### config.mk
export PLATFORM = sky130hd
export DESIGN_NAME = ecu_top
export DESIGN_NICKNAME = d
export VERILOG_FILES = /design/src/hdl/ecu_pkg.sv /design/src/hdl/ecu_edge_sync.sv /design/src/hdl/ecu_capture_unit.sv /design/src/hdl/ecu_top.sv
export SDC_FILE = /design/constraint.sdc
export NUM_CORES = 1
export LEC_CHECK = 0
export ABC_AREA = 1
export ABC_CLOCK_PERIOD_IN_PS = 4200
export BUFFER_PORTS_ARGS = -buffer_cell sky130_fd_sc_hd__clkbuf_2
export CAP_MARGIN = 20
export CORE_UTILIZATION = 57
export CTS_CLUSTER_SIZE = 14
export DETAILED_ROUTE_END_ITERATION = 8
export PLACE_DENSITY = 0.91
export SYNTH_ARGS = -nofsm -noshare
export SYNTH_HDL_FRONTEND = slang
export SYNTH_SLANG_ARGS = --single-unit
### constraint.sdc
create_clock -name sys_clk -period 4.2 [get_ports sys_clk]
set_input_delay 0.21 -clock sys_clk [delete_from_list [all_inputs] [get_ports sys_clk]]
set_output_delay 0.21 -clock sys_clk [all_outputs]
set_load 0.005 [all_outputs]
### src/hdl/ecu_pkg.sv
// ecu_pkg: offsets, fields, codes and reset values of the edge capture unit
// assumes an 8-bit register port and a 40 MHz sys_clk
package ecu_pkg;
  // sizes
  localparam int unsigned NUNITS = 2;
  localparam int unsigned CNT_W  = 16;
  localparam int unsigned ADDR_W = 8;
  localparam int unsigned DATA_W = 8;
  localparam int unsigned PS_W   = 4;
  // register offsets
  localparam logic [7:0] UNIT_STRIDE = 8'h04;
  localparam logic [7:0] OFF_CTL     = 8'h00;
  localparam logic [7:0] OFF_SRC     = 8'h01;
  localparam logic [7:0] OFF_LOW     = 8'h02;
  localparam logic [7:0] OFF_HIGH    = 8'h03;
  localparam logic [7:0] OFF_TSEL    = 8'h08;
  localparam logic [7:0] OFF_FLAG    = 8'h09;
  localparam logic [7:0] OFF_IEN     = 8'h0a;
  // control field positions
  localparam int unsigned CTL_EN_BIT = 7;
  localparam int unsigned MODE_W     = 4;
  localparam int unsigned TSEL_W     = 2;
  // capture modes
  localparam logic [3:0] MODE_BOTH   = 4'h3;
  localparam logic [3:0] MODE_FALL   = 4'h4;
  localparam logic [3:0] MODE_RISE   = 4'h5;
  localparam logic [3:0] MODE_RISE4  = 4'h6;
  localparam logic [3:0] MODE_RISE16 = 4'h7;
  localparam logic [3:0] PS4_LAST    = 4'h3;
  localparam logic [3:0] PS16_LAST   = 4'hf;
  // capture sources
  localparam logic [1:0] SRC_PIN  = 2'h0;
  localparam logic [1:0] SRC_CMP1 = 2'h1;
  localparam logic [1:0] SRC_CMP2 = 2'h2;
  localparam logic [1:0] SRC_PCE  = 2'h3;
  // reset values
  localparam logic [7:0] CTL_RST  = 8'h00;
  localparam logic [1:0] SRC_RST  = 2'h0;
  localparam logic [1:0] TSEL_RST = 2'h0;
  // instruction clock: sys_clk divided by four
  localparam logic [1:0] INSTR_DIV_LAST = 2'h3;
endpackage

### src/hdl/ecu_edge_sync.sv
// ecu_edge_sync: two-flop synchroniser and edge detector for one input
// assumes the input is asynchronous to sys_clk
`timescale 1ns/100ps
`default_nettype none
module ecu_edge_sync
(
  // clock and reset
  input  wire logic sys_clk,
  input  wire logic reset_n,
  // raw input
  input  wire logic din,
  // detected edges
  output logic      rise,
  output logic      fall
);
  logic meta_r;
  logic sync_r;
  logic last_r;

  always_ff @(posedge sys_clk or negedge reset_n)
  begin
    if (!reset_n)
    begin
      meta_r <= 1'b0;
      sync_r <= 1'b0;
      last_r <= 1'b0;
    end
    else
    begin
      meta_r <= din;
      sync_r <= meta_r;
      last_r <= sync_r;
    end
  end

  // one pulse per physical edge
  assign rise = sync_r & ~last_r;
  assign fall = ~sync_r & last_r;
endmodule
`default_nettype wire

### src/hdl/ecu_capture_unit.sv
// ecu_capture_unit: edge qualification, prescaler and capture value of one unit
// assumes edges are one-cycle pulses on sys_clk
`timescale 1ns/100ps
`default_nettype none
module ecu_capture_unit
(
  // clock and reset
  input  wire logic        sys_clk,
  input  wire logic        reset_n,
  // configuration
  input  wire logic        en,
  input  wire logic [3:0]  mode,
  // qualified input edges
  input  wire logic        rise,
  input  wire logic        fall,
  // assigned timer
  input  wire logic [15:0] timer_count,
  // software writes of the value bytes
  input  wire logic        wr_low,
  input  wire logic        wr_high,
  input  wire logic [7:0]  wdata,
  // results
  output logic             cap_pulse,
  output logic [15:0]      cap_value,
  output logic [3:0]       presc_cnt
);
  logic is_cap;
  logic ps_hit;

  assign is_cap = (mode == ecu_pkg::MODE_BOTH) || (mode == ecu_pkg::MODE_FALL) ||
                  (mode == ecu_pkg::MODE_RISE) || (mode == ecu_pkg::MODE_RISE4) ||
                  (mode == ecu_pkg::MODE_RISE16);

  // compare with >=: a switch of ratio may fire early
  always_comb
  begin
    ps_hit = 1'b0;
    if (mode == ecu_pkg::MODE_RISE4)
      ps_hit = presc_cnt >= ecu_pkg::PS4_LAST;
    else if (mode == ecu_pkg::MODE_RISE16)
      ps_hit = presc_cnt >= ecu_pkg::PS16_LAST;
  end

  always_comb
  begin
    case (mode)
      ecu_pkg::MODE_BOTH:   cap_pulse = en & (rise | fall);
      ecu_pkg::MODE_FALL:   cap_pulse = en & fall;
      ecu_pkg::MODE_RISE:   cap_pulse = en & rise;
      ecu_pkg::MODE_RISE4,
      ecu_pkg::MODE_RISE16: cap_pulse = en & rise & ps_hit;
      default:              cap_pulse = 1'b0;
    endcase
  end

  // held clear when off or not capturing
  always_ff @(posedge sys_clk or negedge reset_n)
  begin
    if (!reset_n)
      presc_cnt <= 4'h0;
    else if (!en || !is_cap)
      presc_cnt <= 4'h0;
    else if (rise && (mode == ecu_pkg::MODE_RISE4 || mode == ecu_pkg::MODE_RISE16))
      presc_cnt <= ps_hit ? 4'h0 : presc_cnt + 4'h1;
  end

  // overwrite without protection, capture beats software
  always_ff @(posedge sys_clk or negedge reset_n)
  begin
    if (!reset_n)
      cap_value <= 16'h0000;
    else if (cap_pulse)
      cap_value <= timer_count;
    else if (wr_low)
      cap_value[7:0] <= wdata;
    else if (wr_high)
      cap_value[15:8] <= wdata;
  end
endmodule
`default_nettype wire

### src/hdl/ecu_top.sv
// ecu_top: two capture units, timer assignment, flags and register port
// assumes wide timer counts come from logic on sys_clk, event sources do not
`timescale 1ns/100ps
`default_nettype none
module ecu_top
(
  // clock and reset
  input  wire logic        sys_clk,
  input  wire logic        reset_n,
  // register port
  input  wire logic [7:0]  reg_addr,
  input  wire logic [7:0]  reg_wdata,
  input  wire logic        reg_wr,
  input  wire logic        reg_rd,
  output logic      [7:0]  reg_rdata,
  // wide timers
  input  wire logic [15:0] wide_timer_count_a,
  input  wire logic [15:0] wide_timer_count_b,
  input  wire logic [15:0] wide_timer_count_c,
  // power state
  input  wire logic        sleep_req,
  output logic             instr_tick,
  // event sources
  input  wire logic [1:0]  capture_unit_pin,
  input  wire logic [1:0]  pin_direction_bit,
  input  wire logic [1:0]  port_out_latch,
  input  wire logic        comparator_one_out,
  input  wire logic        comparator_two_out,
  input  wire logic        pin_change_event,
  // unit status
  output logic      [1:0]  unit_event_flag,
  output logic      [1:0]  unit_event_enable,
  output logic      [1:0]  capture_pulse,
  output logic      [1:0]  timer_assign_field_0,
  output logic      [1:0]  timer_assign_field_1
);
  ////////////////////////////////////////////////////////////////////////////
  // decode helpers
  function automatic logic unit_hit(input logic [7:0] a, input int unsigned u,
                                    input logic [7:0] off);
    logic [7:0] base;
    base = 8'(u) * ecu_pkg::UNIT_STRIDE;
    return a == (base + off);
  endfunction

  function automatic logic [15:0] pick_timer(input logic [1:0] sel, input logic [15:0] ta,
                                             input logic [15:0] tb, input logic [15:0] tc);
    logic [15:0] t;
    t = ta;
    if (sel == 2'h1)
      t = tb;
    else if (sel == 2'h2)
      t = tc;
    return t;
  endfunction

  ////////////////////////////////////////////////////////////////////////////
  // instruction clock enable
  logic [1:0] div_r;

  always_ff @(posedge sys_clk or negedge reset_n)
  begin
    if (!reset_n)
      div_r <= 2'h0;
    else
      div_r <= div_r + 2'h1;
  end

  // timers run from this tick, never from raw sys_clk
  assign instr_tick = (div_r == ecu_pkg::INSTR_DIV_LAST) & ~sleep_req;

  ////////////////////////////////////////////////////////////////////////////
  // registers
  logic [7:0]  ctl_r   [2];
  logic [1:0]  src_r   [2];
  logic [1:0]  tsel_r  [2];
  logic [1:0]  flag_r;
  logic [1:0]  ien_r;
  logic [15:0] cap_val [2];
  logic [3:0]  presc   [2];
  logic [15:0] tmr_sel [2];
  logic [1:0]  src_raw;
  logic [1:0]  rise;
  logic [1:0]  fall;
  logic [7:0]  rd_nxt;

  // units independent, may pick the same timer
  genvar gu;
  generate
    for (gu = 0; gu < 2; gu++)
    begin : g_unit
      always_ff @(posedge sys_clk or negedge reset_n)
      begin
        if (!reset_n)
        begin
          ctl_r[gu] <= ecu_pkg::CTL_RST;
          src_r[gu] <= ecu_pkg::SRC_RST;
        end
        else if (reg_wr)
        begin
          if (unit_hit(reg_addr, gu, ecu_pkg::OFF_CTL))
            ctl_r[gu] <= reg_wdata;
          else if (unit_hit(reg_addr, gu, ecu_pkg::OFF_SRC))
            src_r[gu] <= reg_wdata[1:0];
        end
      end

      // output pin reflects the port latch
      always_comb
      begin
        case (src_r[gu])
          ecu_pkg::SRC_CMP1: src_raw[gu] = comparator_one_out;
          ecu_pkg::SRC_CMP2: src_raw[gu] = comparator_two_out;
          ecu_pkg::SRC_PCE:  src_raw[gu] = pin_change_event;
          default:           src_raw[gu] = pin_direction_bit[gu] ? capture_unit_pin[gu]
                                                                 : port_out_latch[gu];
        endcase
      end

      ecu_edge_sync u_sync
      (
        .sys_clk (sys_clk),
        .reset_n (reset_n),
        .din     (src_raw[gu]),
        .rise    (rise[gu]),
        .fall    (fall[gu])
      );

      // timer count assumed synchronous to sys_clk
      assign tmr_sel[gu] = pick_timer(tsel_r[gu], wide_timer_count_a,
                                      wide_timer_count_b, wide_timer_count_c);

      ecu_capture_unit u_cap
      (
        .sys_clk     (sys_clk),
        .reset_n     (reset_n),
        .en          (ctl_r[gu][ecu_pkg::CTL_EN_BIT]),
        .mode        (ctl_r[gu][ecu_pkg::MODE_W-1:0]),
        .rise        (rise[gu]),
        .fall        (fall[gu]),
        .timer_count (tmr_sel[gu]),
        .wr_low      (reg_wr && unit_hit(reg_addr, gu, ecu_pkg::OFF_LOW)),
        .wr_high     (reg_wr && unit_hit(reg_addr, gu, ecu_pkg::OFF_HIGH)),
        .wdata       (reg_wdata),
        .cap_pulse   (capture_pulse[gu]),
        .cap_value   (cap_val[gu]),
        .presc_cnt   (presc[gu])
      );

      // hardware sets, software clears, set wins
      // a mode change may produce a false capture
      always_ff @(posedge sys_clk or negedge reset_n)
      begin
        if (!reset_n)
          flag_r[gu] <= 1'b0;
        else if (capture_pulse[gu])
          flag_r[gu] <= 1'b1;
        else if (reg_wr && reg_addr == ecu_pkg::OFF_FLAG && reg_wdata[gu])
          flag_r[gu] <= 1'b0;
      end
    end
  endgenerate

  // both fields reset to the first timer
  always_ff @(posedge sys_clk or negedge reset_n)
  begin
    if (!reset_n)
    begin
      tsel_r[0] <= ecu_pkg::TSEL_RST;
      tsel_r[1] <= ecu_pkg::TSEL_RST;
    end
    else if (reg_wr && reg_addr == ecu_pkg::OFF_TSEL)
    begin
      tsel_r[0] <= reg_wdata[1:0];
      tsel_r[1] <= reg_wdata[3:2];
    end
  end

  // interrupt enable lives here, gating is done elsewhere
  always_ff @(posedge sys_clk or negedge reset_n)
  begin
    if (!reset_n)
      ien_r <= 2'h0;
    else if (reg_wr && reg_addr == ecu_pkg::OFF_IEN)
      ien_r <= reg_wdata[1:0];
  end

  ////////////////////////////////////////////////////////////////////////////
  // read side
  // value readable as low and high byte
  always_comb
  begin
    rd_nxt = 8'h00;
    if (unit_hit(reg_addr, 0, ecu_pkg::OFF_CTL))
      rd_nxt = ctl_r[0];
    else if (unit_hit(reg_addr, 0, ecu_pkg::OFF_SRC))
      rd_nxt = {6'h00, src_r[0]};
    else if (unit_hit(reg_addr, 0, ecu_pkg::OFF_LOW))
      rd_nxt = cap_val[0][7:0];
    else if (unit_hit(reg_addr, 0, ecu_pkg::OFF_HIGH))
      rd_nxt = cap_val[0][15:8];
    else if (unit_hit(reg_addr, 1, ecu_pkg::OFF_CTL))
      rd_nxt = ctl_r[1];
    else if (unit_hit(reg_addr, 1, ecu_pkg::OFF_SRC))
      rd_nxt = {6'h00, src_r[1]};
    else if (unit_hit(reg_addr, 1, ecu_pkg::OFF_LOW))
      rd_nxt = cap_val[1][7:0];
    else if (unit_hit(reg_addr, 1, ecu_pkg::OFF_HIGH))
      rd_nxt = cap_val[1][15:8];
    else if (reg_addr == ecu_pkg::OFF_TSEL)
      rd_nxt = {4'h0, tsel_r[1], tsel_r[0]};
    else if (reg_addr == ecu_pkg::OFF_FLAG)
      rd_nxt = {6'h00, flag_r};
    else if (reg_addr == ecu_pkg::OFF_IEN)
      rd_nxt = {6'h00, ien_r};
  end

  // data stands only in the cycle after the strobe
  always_ff @(posedge sys_clk or negedge reset_n)
  begin
    if (!reset_n)
      reg_rdata <= 8'h00;
    else if (reg_rd)
      reg_rdata <= rd_nxt;
    else
      reg_rdata <= 8'h00;
  end

  assign unit_event_flag      = flag_r;
  assign unit_event_enable    = ien_r;
  assign timer_assign_field_0 = tsel_r[0];
  assign timer_assign_field_1 = tsel_r[1];
endmodule
`default_nettype wire

# Yosys cells after proc, flatten, opt, wreduce, memory -nomap -nowiden
# Cells that the tools add are included.
[op_classes] n_mux=44 n_addsub=3 eq_ne=33 bitwise_logic=22 n_lt_le_gt_ge=4 reduce_logical=44
[op_table] operator="$mux 8" count=15
[op_table] operator="$mux 16" count=6
[op_table] operator="$eq 4x3->1 const B" count=8
[op_table] operator="$eq 8x3->1 const B" count=4
[op_table] operator="$mux 4" count=7
[op_table] operator="$eq 8x4->1 const B" count=3
[op_table] operator="$eq 8x2->1 const B" count=2
[op_table] operator="$reduce_bool 2->1" count=8
[op_table] operator="$eq 2x2->1 const B" count=7
[op_table] operator="$and 1x1->1" count=13
[op_table] operator="$logic_or 1x1->1" count=12
[op_table] operator="$logic_and 1x1->1" count=11
[op_table] operator="$mux 1" count=10
[op_table] operator="$add 4x1->4 const B" count=2
[op_table] operator="$eq 2x1->1 const B" count=4
[op_table] operator="$eq 4x2->1 const B" count=2
[op_table] operator="$eq 8x1->1 const B" count=1
[op_table] operator="$ge 4x2->1 const B" count=2
[op_table] operator="$ge 4x4->1 const B" count=2
[op_table] operator="$logic_not 8->1" count=1
[op_table] operator="$pmux 1 s4" count=2
[op_table] operator="$reduce_and 2->1" count=4
[op_table] operator="$not 1->1" count=7
[op_table] operator="$pmux 1 s3" count=2
[op_table] operator="7 further kinds" count=15
[totals] wordCells=173 output_inout_bits=19 ff_bits=84 inputBits=78

# Longest topological paths before layout
# Gate-level depths: netlist of the first run.
[depth] word_depth=13 depth_mapped=14 ltp_nobuf=13

# Modules after synthesis
# Synthesis of the first run repeated with hierarchy kept, for this count alone.
[hier_totals] hier_cells=743 area_unflattened_um2=5316.3
[modules_own_cells] mod="ecu_top" cells_per_inst=397 area_per_inst_um2=2628.8 n_inst=1
[modules_own_cells] mod="ecu_capture_unit" cells_per_inst=166 area_per_inst_um2=1253.7 n_inst=2
[modules_own_cells] mod="ecu_edge_sync" cells_per_inst=7 area_per_inst_um2=90.1 n_inst=2

# Worst setup path before layout of the first run
# Ideal clock, no wire load.
[synth_timing] path_type="flip-flop to flip-flop" start="reg g_unit[1].u_cap.presc_cnt[0]" end="reg g_unit[1].u_cap.cap_value[10]" setup_time_ps=117 required_time_ps=4083 t_arrival_ps=1738 stages_incl_launch_ff=12 period_less_slack_ps=1854 path_slack_ps=2346 cell_sequence="dfrtp_1 > ha_1 > or2_1 > o21ai_2 > nand2_2 > o21bai_2 > nand2_2 > buf_6 > a21oi_4 > inv_4 > nand2_1 > nand2_1"
[synth_between] elab_chain_len=7
[synth_rtl] element="from (decl)" line="ecu_capture_unit.sv:25" source="output logic [3:0] presc_cnt"
[synth_rtl] element="from (signal assigned)" line="ecu_capture_unit.sv:64" source="presc_cnt <= ps_hit ? 4'h0 : presc_cnt + 4'h1;"
[synth_rtl] element="$ge 4x4->1" line="ecu_capture_unit.sv:41" source="ps_hit = presc_cnt >= ecu_pkg::PS16_LAST;"
[synth_rtl] element="$mux 1" line="ecu_capture_unit.sv:40" source="else if (mode == ecu_pkg::MODE_RISE16)"
[synth_rtl] element="$mux 1 *" line="ecu_capture_unit.sv:38" source="if (mode == ecu_pkg::MODE_RISE4)"
[synth_rtl] element="$and 1x1->1 *" line="ecu_capture_unit.sv:51" source="ecu_pkg::MODE_RISE16: cap_pulse = en & rise & ps_hit;"
[synth_rtl] element="$pmux 1 s4 *" line="ecu_capture_unit.sv:46" source="case (mode)"
[synth_rtl] element="$ne 2x2->1 (no source line) or $reduce_bool 2->1 (tied branches)"
[synth_rtl] element="$reduce_and 2->1 (no source line)"
[synth_rtl] element="to (signal assigned)" line="ecu_capture_unit.sv:73" source="cap_value <= timer_count;"
[synth_rtl] element="to (signal assigned)" line="ecu_capture_unit.sv:77" source="cap_value[15:8] <= wdata;"
[synth_rtl] element="to (decl)" line="ecu_capture_unit.sv:24" source="output logic [15:0] cap_value,"
# Mark *: on every way between the ends. The rest lies on a longest branch, timed or not.
# A chain may end at the register's enable or synchronous reset.

# Final worst setup path of the first run
[layout_timing] start="reg g_unit[1].u_cap.presc_cnt[0]" end="reg g_unit[1].u_cap.cap_value[5]"
[layout_between] elab_chain_len=6
[layout_rtl] element="$ge 4x4->1" line="ecu_capture_unit.sv:41"
[layout_rtl] element="$mux 1" line="ecu_capture_unit.sv:40"
[layout_rtl] element="$mux 1 *" line="ecu_capture_unit.sv:38"
[layout_rtl] element="$and 1x1->1 *" line="ecu_capture_unit.sv:51"
[layout_rtl] element="$pmux 1 s4 *" line="ecu_capture_unit.sv:46"
[layout_rtl] element="$mux 16 or $reduce_bool 2->1 (tied branches)"
[layout_rtl] element="to (signal assigned)" line="ecu_capture_unit.sv:73"
[layout_rtl] element="to (signal assigned)" line="ecu_capture_unit.sv:75" source="cap_value[7:0] <= wdata;"
# Marks and branches as above.

==> results of run 1 <==
layout make-up:
| type | count | area, sq um | share of cell area |
|---|---|---|---|
| well taps | 108 | 135 | 0.0226 |
| flip-flops and latches | 84 | 2100 | 0.351 |
| clock buffers | 11 | 141 | 0.0236 |
| clock inverters | 5 | 60.1 | 0.0100 |
| multi-input cells | 561 | 2660 | 0.444 |
| repair buffers | 100 | 536 | 0.0895 |
| inverters | 93 | 352 | 0.0588 |
kinds of logic (layout without fill, tap and decap cells):
| group | count (synthesis) | in the layout |
|---|---|---|
| mux | 2 | 2 |
| fa+ha+maj | 7 | 7 |
| buf+inv | 113 | 209 |
| compound gates | 140 | 140 |
| flops | 84 | 84 |
| simple gates | 410 | 410 |
| xor+xnor | 2 | 2 |
metrics by stage:
step                power [W]  cell area (sq um)  worst slack (ps)  hold slack (ps)  instances
global route          0.00177               5980              1610              141        962
global placement      0.00111               5740              2000              335        944
CTS                   0.00169               5950              1860             65.0        960
detailed placement    0.00111               5740              1870              341        944
floorplan             0.00101               5230              2350            -85.6        758
finish                0.00169               5980              1850              122        962
worst max-delay path, stage by stage, from the launching register on:
cell and delay (ps):
dfrtp_1 400, ha_1 210, or2_1 240, o21ai_2 150
nand2_2 100, o21bai_2 120, nand2_2 270, a21oi_2 420
inv_2 150, nand2_1 110, nand2_1 60
power breakdown:
group          switching (W)  internal [W]
clock               0.000292      0.000293
combinational       0.000136     0.0000865
sequential         0.0000312      0.000848
total               0.000459       0.00123
worst paths after layout:
kind / from / slack [ps] / to
min in group asynchronous: reset_n / 200 / g_unit[1].u_cap.presc_cnt[1]
setup / recovery: g_unit[1].u_cap.presc_cnt[0] / 1850 / g_unit[1].u_cap.cap_value[5]
hold reg to reg: g_unit[0].u_sync.meta_r / 360 / g_unit[0].u_sync.sync_r
setup reg to reg: g_unit[1].u_cap.presc_cnt[0] / 1850 / g_unit[1].u_cap.cap_value[5]
max in group asynchronous: reset_n / 3440 / g_unit[1].u_cap.cap_value[7]
hold / removal: comparator_two_out / 120 / g_unit[0].u_sync.meta_r
metal layers:
layer | global-route usage | vias to the layer above | routed length [um] | share of wire
met2 | 0.485 | 234 | 6070 | 0.46
met1 | 0.382 | 2420 | 5790 | 0.44
met4 | 0.118 | 0 | 347 | 0.027
li1 | - | 2622 | - | -
met3 | 0.0372 | 36 | 882 | 0.067
met5 | 0 | - | 0 | 0
cell usage after synthesis (all sizes together) (4+ instances only):
cell type / instances / share of area
nand2: 256 / 0.19
nor2: 102 / 0.078
inv: 92 / 0.067
dfrtp: 84 / 0.40
o21ai: 74 / 0.072
a211oi: 33 / 0.047
nand3: 30 / 0.030
a21oi: 20 / 0.025
nand4: 12 / 0.014
buf: 11 / 0.015
clkbuf: 9 / 0.0065
ha: 7 / 0.017
nor3: 6 / 0.0057
or2: 4 / 0.0048
flip-flops by register name, indices dropped and copies added, names as in the netlist:
name                    cells
g_unit.u_cap.cap_value     32
g_unit.u_sync.sync_r        2
unit_event_flag             2
unit_event_enable           2
reg_rdata                   8
g_unit.u_sync.last_r        2
g_unit.u_sync.meta_r        2
src_r                       4
ctl_r                      16
timer_assign_field_1        2
g_unit.u_cap.presc_cnt      8
div_r                       2
timer_assign_field_0        2
==> results.md, run 1 <==
* Run status: complete, but fails checks
* Violated checks: design-rule violations
* Final Wtd Congestion at about 0.96
* Detailed placer's ending HPWL at 10,100 um
* Share of post-route cells with drive strength above 1 at 0.171
* CTS buffer count at 9
* Antenna violations before repair at 0
* Top FF cell, synth: dfrtp_1
* Leak at approximately 3.3 nW
* Final TNS setup at 0 ps
* Core area at between 8000 and 9000 sq um
* WP data required at about 4500 ps
* Synth cell types at 39
* Worst Tran Pin Value at around 900 ps
* Fillers at 751
* Critical path type: reg2reg
* First-pass GRT wire length at ~22,000 um
* Power Dens Cells at around 280 nW/um^2
* Final net count at between 900 and 1,000
* Largest net degree at the start of global routing at 85
* Tot GR Track Use at 0.289
* Max_cap viols at 0
* Sequential area share after synthesis at 0.402
* Final Critical Period at 2350 ps
* Number of global-route vias before repair at ~4,900
* Relative slew slack at 0.385
* Vias per cell at 5.52
* Number of hold violations in the final report at 0
* Arr. time, crit path at 2610 ps
* Post-Synth Simple-Gate Area at 0.318
* Crit end category: register
* Syn. warnings at 0
* GRT overflow at 0
* WL per Instance at roughly 14 um
* # hold bufs at CTS at 0
* Initial Util at 0.593
* I/O pin count at 97
* Number of buffers added for setup after CTS at 0
* Max Root-Sink Buffers at 2
* F_max at 425 MHz
* Setup Skew at 12.1 ps
* P&R area growth vs syn at 14.5%
* WHS Path Cells at 3
* H-tree Lvls at 3
* Synth Area in Compound Gates at 0.166
* Die area at 9550 sq um
* Ys async rst share at 1.00
* Synthesized area at ~5200 sq um
* Worst R2R Path Depth at 10
* Crit path max fanout at 20
* IO Port Bufs at 96
* Final period util at 0.561
* Most frequent cells in the layout: nand2_1, nor2_1, clkbuf_2
* Fin util at 0.679
* Detail Route Antenna Nets at 0
* Skew-Pair Late Insertion Delay at ~360 ps
* DR pass1 iterations at 7
* Most common cell after layout, fill and taps aside: nand2_1
* Max IR drop VDD at 0.000161 V
* Post-synth EDFFs at 0
* Setup violations, final at 0
* Post-synthesis adder-cell area fraction at 0.0168
* Die W at ~100 um
* Multiplexer area fraction after synthesis at 0.00431
* Post-CTS resize count at 0
* Routed WL at about 13,000 um
* Root Buffer: clkbuf_8
* 1st-iter DRT viols at between 300 and 400
* TritonCTS clock tree: built
* # DRC at 8
* # rows at 34
* CTS Sinks at 84
* RSZ-0062 raised after global routing: no
* Final Max Slew Viols at 0
* Post-Syn Nets at approximately 840
* Xor/xnor cell area share of the yosys netlist at 0.00335
* Largest family of logic cells by synthesized area: simple AND/OR/NAND/NOR gates
* Post-Syn Area per Cell at about 6.9 sq um
* Die H at 97.7 um
* CP Launch Type: register
* Routed vias at between 5,000 and 6,000
* Synth Register Bits at 84
* Worst Hold Class: in2reg
* Syn Inst Count at 758
* Clock Pin Slew Worst Setup and Hold Paths at around 80 ps
* Ant. Diodes at 0
Power figures use the tool's default switching activity.
==> run 2, diff against run 1 <==
--- a/config.mk
+++ b/config.mk
@@ -6,13 +6,13 @@
 export NUM_CORES = 1
 export LEC_CHECK = 0
 export ABC_AREA = 1
-export ABC_CLOCK_PERIOD_IN_PS = 4200
+export ABC_CLOCK_PERIOD_IN_PS = 2210
 export BUFFER_PORTS_ARGS = -buffer_cell sky130_fd_sc_hd__clkbuf_2
 export CAP_MARGIN = 20
-export CORE_UTILIZATION = 57
+export CORE_UTILIZATION = 56
 export CTS_CLUSTER_SIZE = 14
 export DETAILED_ROUTE_END_ITERATION = 8
-export PLACE_DENSITY = 0.91
+export PLACE_DENSITY = 0.89
 export SYNTH_ARGS = -nofsm -noshare
 export SYNTH_HDL_FRONTEND = slang
 export SYNTH_SLANG_ARGS = --single-unit
==> constraint.sdc (replaced) <==
create_clock -name sys_clk -period 2.21 [get_ports sys_clk]
set_input_delay 0.1105 -clock sys_clk [delete_from_list [all_inputs] [get_ports sys_clk]]
set_output_delay 0.1105 -clock sys_clk [all_outputs]
set_load 0.005 [all_outputs]
==> run 2 against run 1 <==
Net effect: the flow now finishes without violations; highest routed layer unchanged; register-to-register slack worse by 1700 ps; die area is 1.8% higher; critical endpoint is now capture_pulse[1]; clock skew is 0.84 ps higher; largest power group unchanged; via count is 0.66% lower; combinational power is 91% higher.
==> results.md, run 2 (same netlist as run 1, synthesis figures left out) <==
* Run status: completed (was complete, but fails checks)
* Worst R2R Path Depth at 12 (was 10)
* Arr. time, crit path at 2030 ps (was 2610 ps)
* # rows at 34 (unchanged)
* Max IR drop VDD at 0.000259 V (was 0.000161 V)
* Max Root-Sink Buffers at 2 (unchanged)
* Largest net degree at the start of global routing at 58 (was 85)
* CTS Sinks at 84 (unchanged)
* Slowest cell delay on critical path at 410 ps (was 420 ps)
* WHS Path Cells at 3 (unchanged)
* CP Launch Type: register (unchanged)
* Ant. Diodes at 0 (unchanged)
* Core area at 8890 sq um (was 8810 sq um)
* Initial Util at 0.588 (was 0.593)
* Biggest regs: g_unit.u_cap.cap_value (32), ctl_r (16) (unchanged)
* Worst Hold Class: in2reg (unchanged)
* Critical path type: reg2out (was reg2reg)
* Min setup slack post-route at 73.1 ps (was 1850 ps)
* Fillers at 776 (was 751)
* Crit path buffers/inverters at 2 (was 1)
* Setup violations, final at 0 (unchanged)
* I/O pin count at 97 (unchanged)
* Routed vias at 5,277 (was 5,312)
* Relative slew slack at 0.644 (was 0.385)
* Final Max Slew Viols at 0 (unchanged)
* First-pass GRT wire length at 22,600 um (was 22,300 um)
* Power Dens Cells at 506 nW/um^2 (was 282 nW/um^2)
* Final Critical Period at 2140 ps
* Final period util at 0.967
* # DRC at 0 (was 8)
* Final Cell Area at 6010 sq um (was 5980 sq um)
* F_max at 468 MHz
* Hold path start: comparator_two_out (unchanged)
* RSZ-0062 raised after global routing: yes (was no)
* Crit end category: primary output (was register)
* Most common cell after layout, fill and taps aside: nand2_1 (unchanged)
* IO Port Bufs at 96 (unchanged)
* Endpoint of the worst hold path: g_unit[1].u_sync.meta_r (was g_unit[0].u_sync.meta_r)
* Leak at 3.30 nW (was 3.29 nW)
* Final Wtd Congestion at 1.02 (was 0.963)
* WP data required at 2100 ps (was 4450 ps)
* CP most frequent cell: nand2_2
* Seq. cell area at 2100 sq um (unchanged)
* Clock Pin Slew Worst Setup and Hold Paths at 80 ps (about the same)
* TritonCTS clock tree: built (unchanged)
* Antenna violations before repair at 0 (unchanged)
* Die W at 98.6 um (was 97.7 um)
* RR Endpoint: g_unit[1].u_cap.cap_value[11] (was g_unit[1].u_cap.cap_value[5])
* Root Buffer: clkbuf_8 (unchanged)
* Hold WS at 10.4 ps (was 122 ps)
* Max_cap viols at 0 (unchanged)
* Multi-input logic area at 2660 sq um (about the same)
* Final net count at 942 (was 934)
* Die H at 98.6 um (was 97.7 um)
* WL per Instance at 13.5 um (was 13.6 um)
* Worst Tran Pin Value at 532 ps (was 920 ps)
* 1st-iter DRT viols at 394 (was 396)
* Biggest register: g_unit.u_cap.cap_value (unchanged)
* Pre-CTS setup slack at 154 ps (was 1870 ps)
* Skew-Pair Late Insertion Delay at 360 ps (about the same)
* H-tree Lvls at 3 (unchanged)
* GRT overflow at 0 (unchanged)
* Most frequent cells in the layout: nand2_1, nor2_1, clkbuf_2 (unchanged)
* Max FFs per register at 32 (unchanged)
* Die area at 9720 sq um (was 9550 sq um)
* CP Cell Sequence: ha_1, or2_1, o21ai_2, nand2_2, o21bai_2, nand2_2, buf_6, clkbuf_2 (was ha_1, or2_1, o21ai_2, nand2_2, o21bai_2, nand2_2, a21oi_2, inv_2, nand2_1, nand2_1)
* DR pass1 iterations at 5 (was 7)
* CTS buffer count at 9 (unchanged)
* RR Startpoint: g_unit[1].u_cap.presc_cnt[0] (unchanged)
* Number of hold violations in the final report at 0 (unchanged)
* Detailed placer's ending HPWL at 10,300 um (was 10,100 um)
* Tot GR Track Use at 0.291 (was 0.289)
* Number of global-route vias before repair at 4,907 (was 4,921)
* Share of post-route cells with drive strength above 1 at 0.179 (was 0.171)
* Crit path max fanout at 18 (was 20)
* P&R area growth vs syn at 15.1% (was 14.5%)
* Post-Place Cell Area at 5820 sq um (was 5740 sq um)
* Setup Skew at 12.9 ps (was 12.1 ps)
* CP top delay family: simple AND/OR/NAND/NOR gates (unchanged)
* Detail Route Antenna Nets at 0 (unchanged)
* CP max-delay cell: dfrtp_1 (was a21oi_2)
* R2R setup slack at 150 ps (was 1850 ps)
* Vias per cell at 5.44 (was 5.52)
* Routed WL at 13,100 um (about the same)
-- run 2: area by class of cell --
type                    count  area share
clock buffers              10      0.0212
clock inverters             6     0.00687
inverters                  93      0.0585
multi-input cells         561       0.443
flip-flops and latches     84       0.350
well taps                 108      0.0225
repair buffers            108      0.0984
-- run 2: stage by stage --
step,utilization,total power [W],instances,TNS (ps)
floorplan,-,0.00192,758,0
CTS,0.675,0.00305,970,0
detailed placement,0.655,0.00212,953,0
global route,0.676,0.00319,970,-32.5
global placement,0.655,0.00211,953,0
finish,0.676,0.00304,970,0
-- run 2: where the power goes --
part / internal [W] / total, W / switching, W
Combinational: 0.000166 / 0.000423 / 0.000257
Sequential: 0.00161 / 0.00167 / 0.0000586
Clock: 0.000406 / 0.000949 / 0.000543
Total: 0.00218 / 0.00304 / 0.000859
-- run 2: worst max path at each step --
stage / startpoint / end / slack, ps / cells past startpoint
after CTS: g_unit[1].u_cap.presc_cnt[0] / capture_pulse[1] / 40 / 8
after global routing: g_unit[1].u_cap.presc_cnt[1] / capture_pulse[1] / -30 / 8
after global placement: g_unit[1].u_cap.presc_cnt[0] / g_unit[1].u_cap.cap_value[11] / 200 / 12
after floorplan: g_unit[1].u_cap.presc_cnt[0] / g_unit[1].u_cap.cap_value[10] / 360 / 11
after detailed placement: g_unit[0].u_cap.presc_cnt[0] / g_unit[0].u_cap.cap_value[13] / 150 / 10
final: g_unit[1].u_cap.presc_cnt[0] / capture_pulse[1] / 70 / 8
-- run 2: per-layer routing --
layer / vias up / part of all wire / track usage
met5: - / 0 / 0
met4: 0 / 0.025 / 0.109
met3: 36 / 0.077 / 0.0426
met2: 253 / 0.46 / 0.492
met1: 2341 / 0.44 / 0.381
li1: 2647 / - / -
-- run 2: repair_timing --
| item | 4_1_cts | 5_1_grt |
|---|---|---|
| setup endpoints to repair | 0 | 14 |
| resized for setup | 0 | 2 |
| hold buffers | 1 | 0 |
| buffers inserted | 0 | 0 |
| hold endpoints to repair | 27 | 0 |
-- run 2: worst reg2reg max path, stage by stage (launching register included) --
cell and delay (ps):
dfrtp_1 410, ha_1 210, or2_1 230, o21ai_2 160, nand2_2 110, o21bai_2 130
nand2_2 130, buf_6 190, inv_2 150, nand2_1 90, nand2_1 80, nand2_1 60
nand2_1 70
==> run 3, diff against run 2 <==
--- a/config.mk
+++ b/config.mk
@@ -13,6 +13,7 @@
 export CTS_CLUSTER_SIZE = 14
 export DETAILED_ROUTE_END_ITERATION = 8
 export PLACE_DENSITY = 0.89
+export REMOVE_ABC_BUFFERS = 1
 export SYNTH_ARGS = -nofsm -noshare
 export SYNTH_HDL_FRONTEND = slang
 export SYNTH_SLANG_ARGS = --single-unit
==> run 3 against run 2 <==
Net effect: global-route usage fell by 0.46 points; core utilization increased by 1.5 points; sequential share of layout area fell by 0.76 points; fmax fell by 1.4%; combinational power is essentially flat; critical path depth is the same; setup slack got worse by 30 ps; largest cell class unchanged; final area up 2.2%; power grew 7.7%; sequential power is essentially flat; first-iteration DRC count shrank 11%; clock power grew 24%.
==> results.md, run 3 (same netlist as run 1, synthesis figures left out) <==
* Most common cell after layout, fill and taps aside: nand2_1 (unchanged)
* Max_cap viols at 0 (unchanged)
* P&R area growth vs syn at 17.6% (was 15.1%)
* Initial Util at 0.588 (unchanged)
* Post-Place Cell Area at 5830 sq um (was 5820 sq um)
* Leak at 3.38 nW (was 3.30 nW)
* Number of global-route vias before repair at 4,852 (was 4,907)
* Biggest register: g_unit.u_cap.cap_value (unchanged)
* TritonCTS clock tree: built (unchanged)
* Routed WL at 13,900 um (was 13,100 um)
* Final net count at 953 (was 942)
* Core area at 8890 sq um (unchanged)
* I/O pin count at 97 (unchanged)
* Biggest regs: g_unit.u_cap.cap_value (32), ctl_r (16) (unchanged)
* Routed vias at 5,354 (was 5,277)
* GRT overflow at 0 (unchanged)
* First-pass GRT wire length at 22,200 um (was 22,600 um)
* Ant. Diodes at 0 (unchanged)
* # rows at 34 (unchanged)
* Fin cells at 980 (was 970)
* Root Buffer: clkbuf_8 (unchanged)
* Max IR drop VDD at 0.000275 V (was 0.000259 V)
* Detail Route Antenna Nets at 0 (unchanged)
* # DRC at 0 (unchanged)
* DR pass1 iterations at 5 (unchanged)
* Pre-CTS setup slack at 143 ps (was 154 ps)
* Power Dens Cells at 533 nW/um^2 (was 506 nW/um^2)
* DP Cell Count at 955 (was 953)
* CTS Sinks at 84 (unchanged)
* Largest net degree at the start of global routing at 37 (was 58)
* Final Critical Period at 2170 ps (was 2140 ps)
* Antenna violations before repair at 0 (unchanged)
* CTS buffer count at 9 (unchanged)
* F_max at 462 MHz (was 468 MHz)
* Final period util at 0.980 (was 0.967)
* WP data required at 2100 ps (about the same)
* Crit path max fanout at 8 (was 18)
* Critical path type: reg2out (unchanged)
* Min setup slack post-route at 43.6 ps (was 73.1 ps)
* IO Port Bufs at 96 (unchanged)
* Final Wtd Congestion at 0.926 (was 1.02)
* Relative slew slack at 0.592 (was 0.644)
* Total power at 0.00328 W (was 0.00304 W)
* Final Cell Area at 6150 sq um (was 6010 sq um)
* WL per Instance at 14.2 um (was 13.5 um)
* 1st-iter DRT viols at 352 (was 394)
* Number of hold violations in the final report at 0 (unchanged)
* Setup violations, final at 0 (unchanged)
* Detailed placer's ending HPWL at 10,200 um (was 10,300 um)
* Arr. time, crit path at 2060 ps (was 2030 ps)
* Vias per cell at 5.46 (was 5.44)
* Skew-Pair Late Insertion Delay at 370 ps (was 360 ps)
* Share of post-route cells with drive strength above 1 at 0.189 (was 0.179)
* Final Max Slew Viols at 0 (unchanged)
* Max FFs per register at 32 (unchanged)
* Setup Skew at 8.18 ps (was 12.9 ps)
* Tot GR Track Use at 0.286 (was 0.291)
* Run status: completed (unchanged)
* Crit end category: primary output (unchanged)
* Hold WS at 4.80 ps (was 10.4 ps)
* Die H at 98.6 um (unchanged)
* Worst Hold Class: in2reg (unchanged)
* CP Launch Type: register (unchanged)
* Max Root-Sink Buffers at 2 (unchanged)
* Worst Tran Pin Value at 610 ps (was 532 ps)
* Clock Pin Slew Worst Setup and Hold Paths at 90 ps (was 80 ps)
* Die W at 98.6 um (unchanged)
* Most frequent cells in the layout: nand2_1, nor2_1, clkbuf_2 (unchanged)
* Die area at 9720 sq um (unchanged)
* H-tree Lvls at 3 (unchanged)
## run 3: cell count changes in the layout (fill, tap and decap cells not counted), sizes merged
| cell | delta |
|---|---|
| clkinv | -1 |
| buf | +11 |
| bufinv | +2 |
| clkinvlp | -2 |
## run 3: what timing repair did
action                                 4_1_cts  5_1_grt
setup endpoints to repair                    0       18
endpoints found under the hold margin       33        0
resized for setup                            0        9
hold buffers                                 1        0
buffers inserted                             0        9
## run 3: per-stage QoR
| step | TNS [ps] | utilization |
|---|---|---|
| after detailed placement | 0 | 0.655 |
| after global routing | -263 | 0.691 |
| final | 0 | 0.691 |
| after floorplan | 0 | - |
| after CTS | 0 | 0.680 |
| after global placement | 0 | 0.655 |
## run 3: routing by layer
| metal | track usage | vias to the layer above | wire length [um] |
|---|---|---|---|
| li1 | - | 2656 | - |
| met1 | 0.377 | 2397 | 5910 |
| met2 | 0.479 | 261 | 6460 |
| met3 | 0.0376 | 40 | 1020 |
| met4 | 0.123 | 0 | 480 |
| met5 | 0 | - | 0 |
## run 3: path summary, 6_finish.rpt
path                                                 to                          from  cells after the start  slack (ps)
setup / recovery                       capture_pulse[1]  g_unit[1].u_cap.presc_cnt[0]                      8          40
hold / removal                  g_unit[1].u_sync.meta_r            comparator_two_out                      3           5
setup reg to reg           g_unit[1].u_cap.cap_value[4]  g_unit[1].u_cap.presc_cnt[0]                     12          40
hold reg to reg                 g_unit[1].u_sync.sync_r       g_unit[1].u_sync.meta_r                      0         360
max in group asynchronous  g_unit[0].u_cap.presc_cnt[0]                       reset_n                      3        1370
min in group asynchronous                      ctl_r[1]                       reset_n                      2         230
## run 3: layout make-up
| class | instances | area (sq um) |
|---|---|---|
| clock buffers | 10 | 128 |
| well taps | 108 | 135 |
| inverters | 93 | 352 |
| clock inverters | 5 | 77.6 |
| flip-flops and latches | 84 | 2100 |
| multi-input cells | 561 | 2690 |
| repair buffers | 119 | 667 |
| fillers | 760 | 2750 |
## run 3: worst max-delay path: stages (launching register included)
cell and delay (ps):
dfrtp_1 410, ha_2 190, or2_1 240, o21ai_2 220
nand2_2 120, o21bai_4 140, nand2_4 100, buf_8 160
clkbuf_2 110
## run 3: power breakdown
| part | leakage [nW] | switching [W] | internal, W |
|---|---|---|---|
| registers | 1.13 | 0.0000599 | 0.00161 |
| logic | 2.15 | 0.000259 | 0.000167 |
| clock network | 0.102 | 0.000553 | 0.000627 |
| total | 3.38 | 0.000871 | 0.00241 |
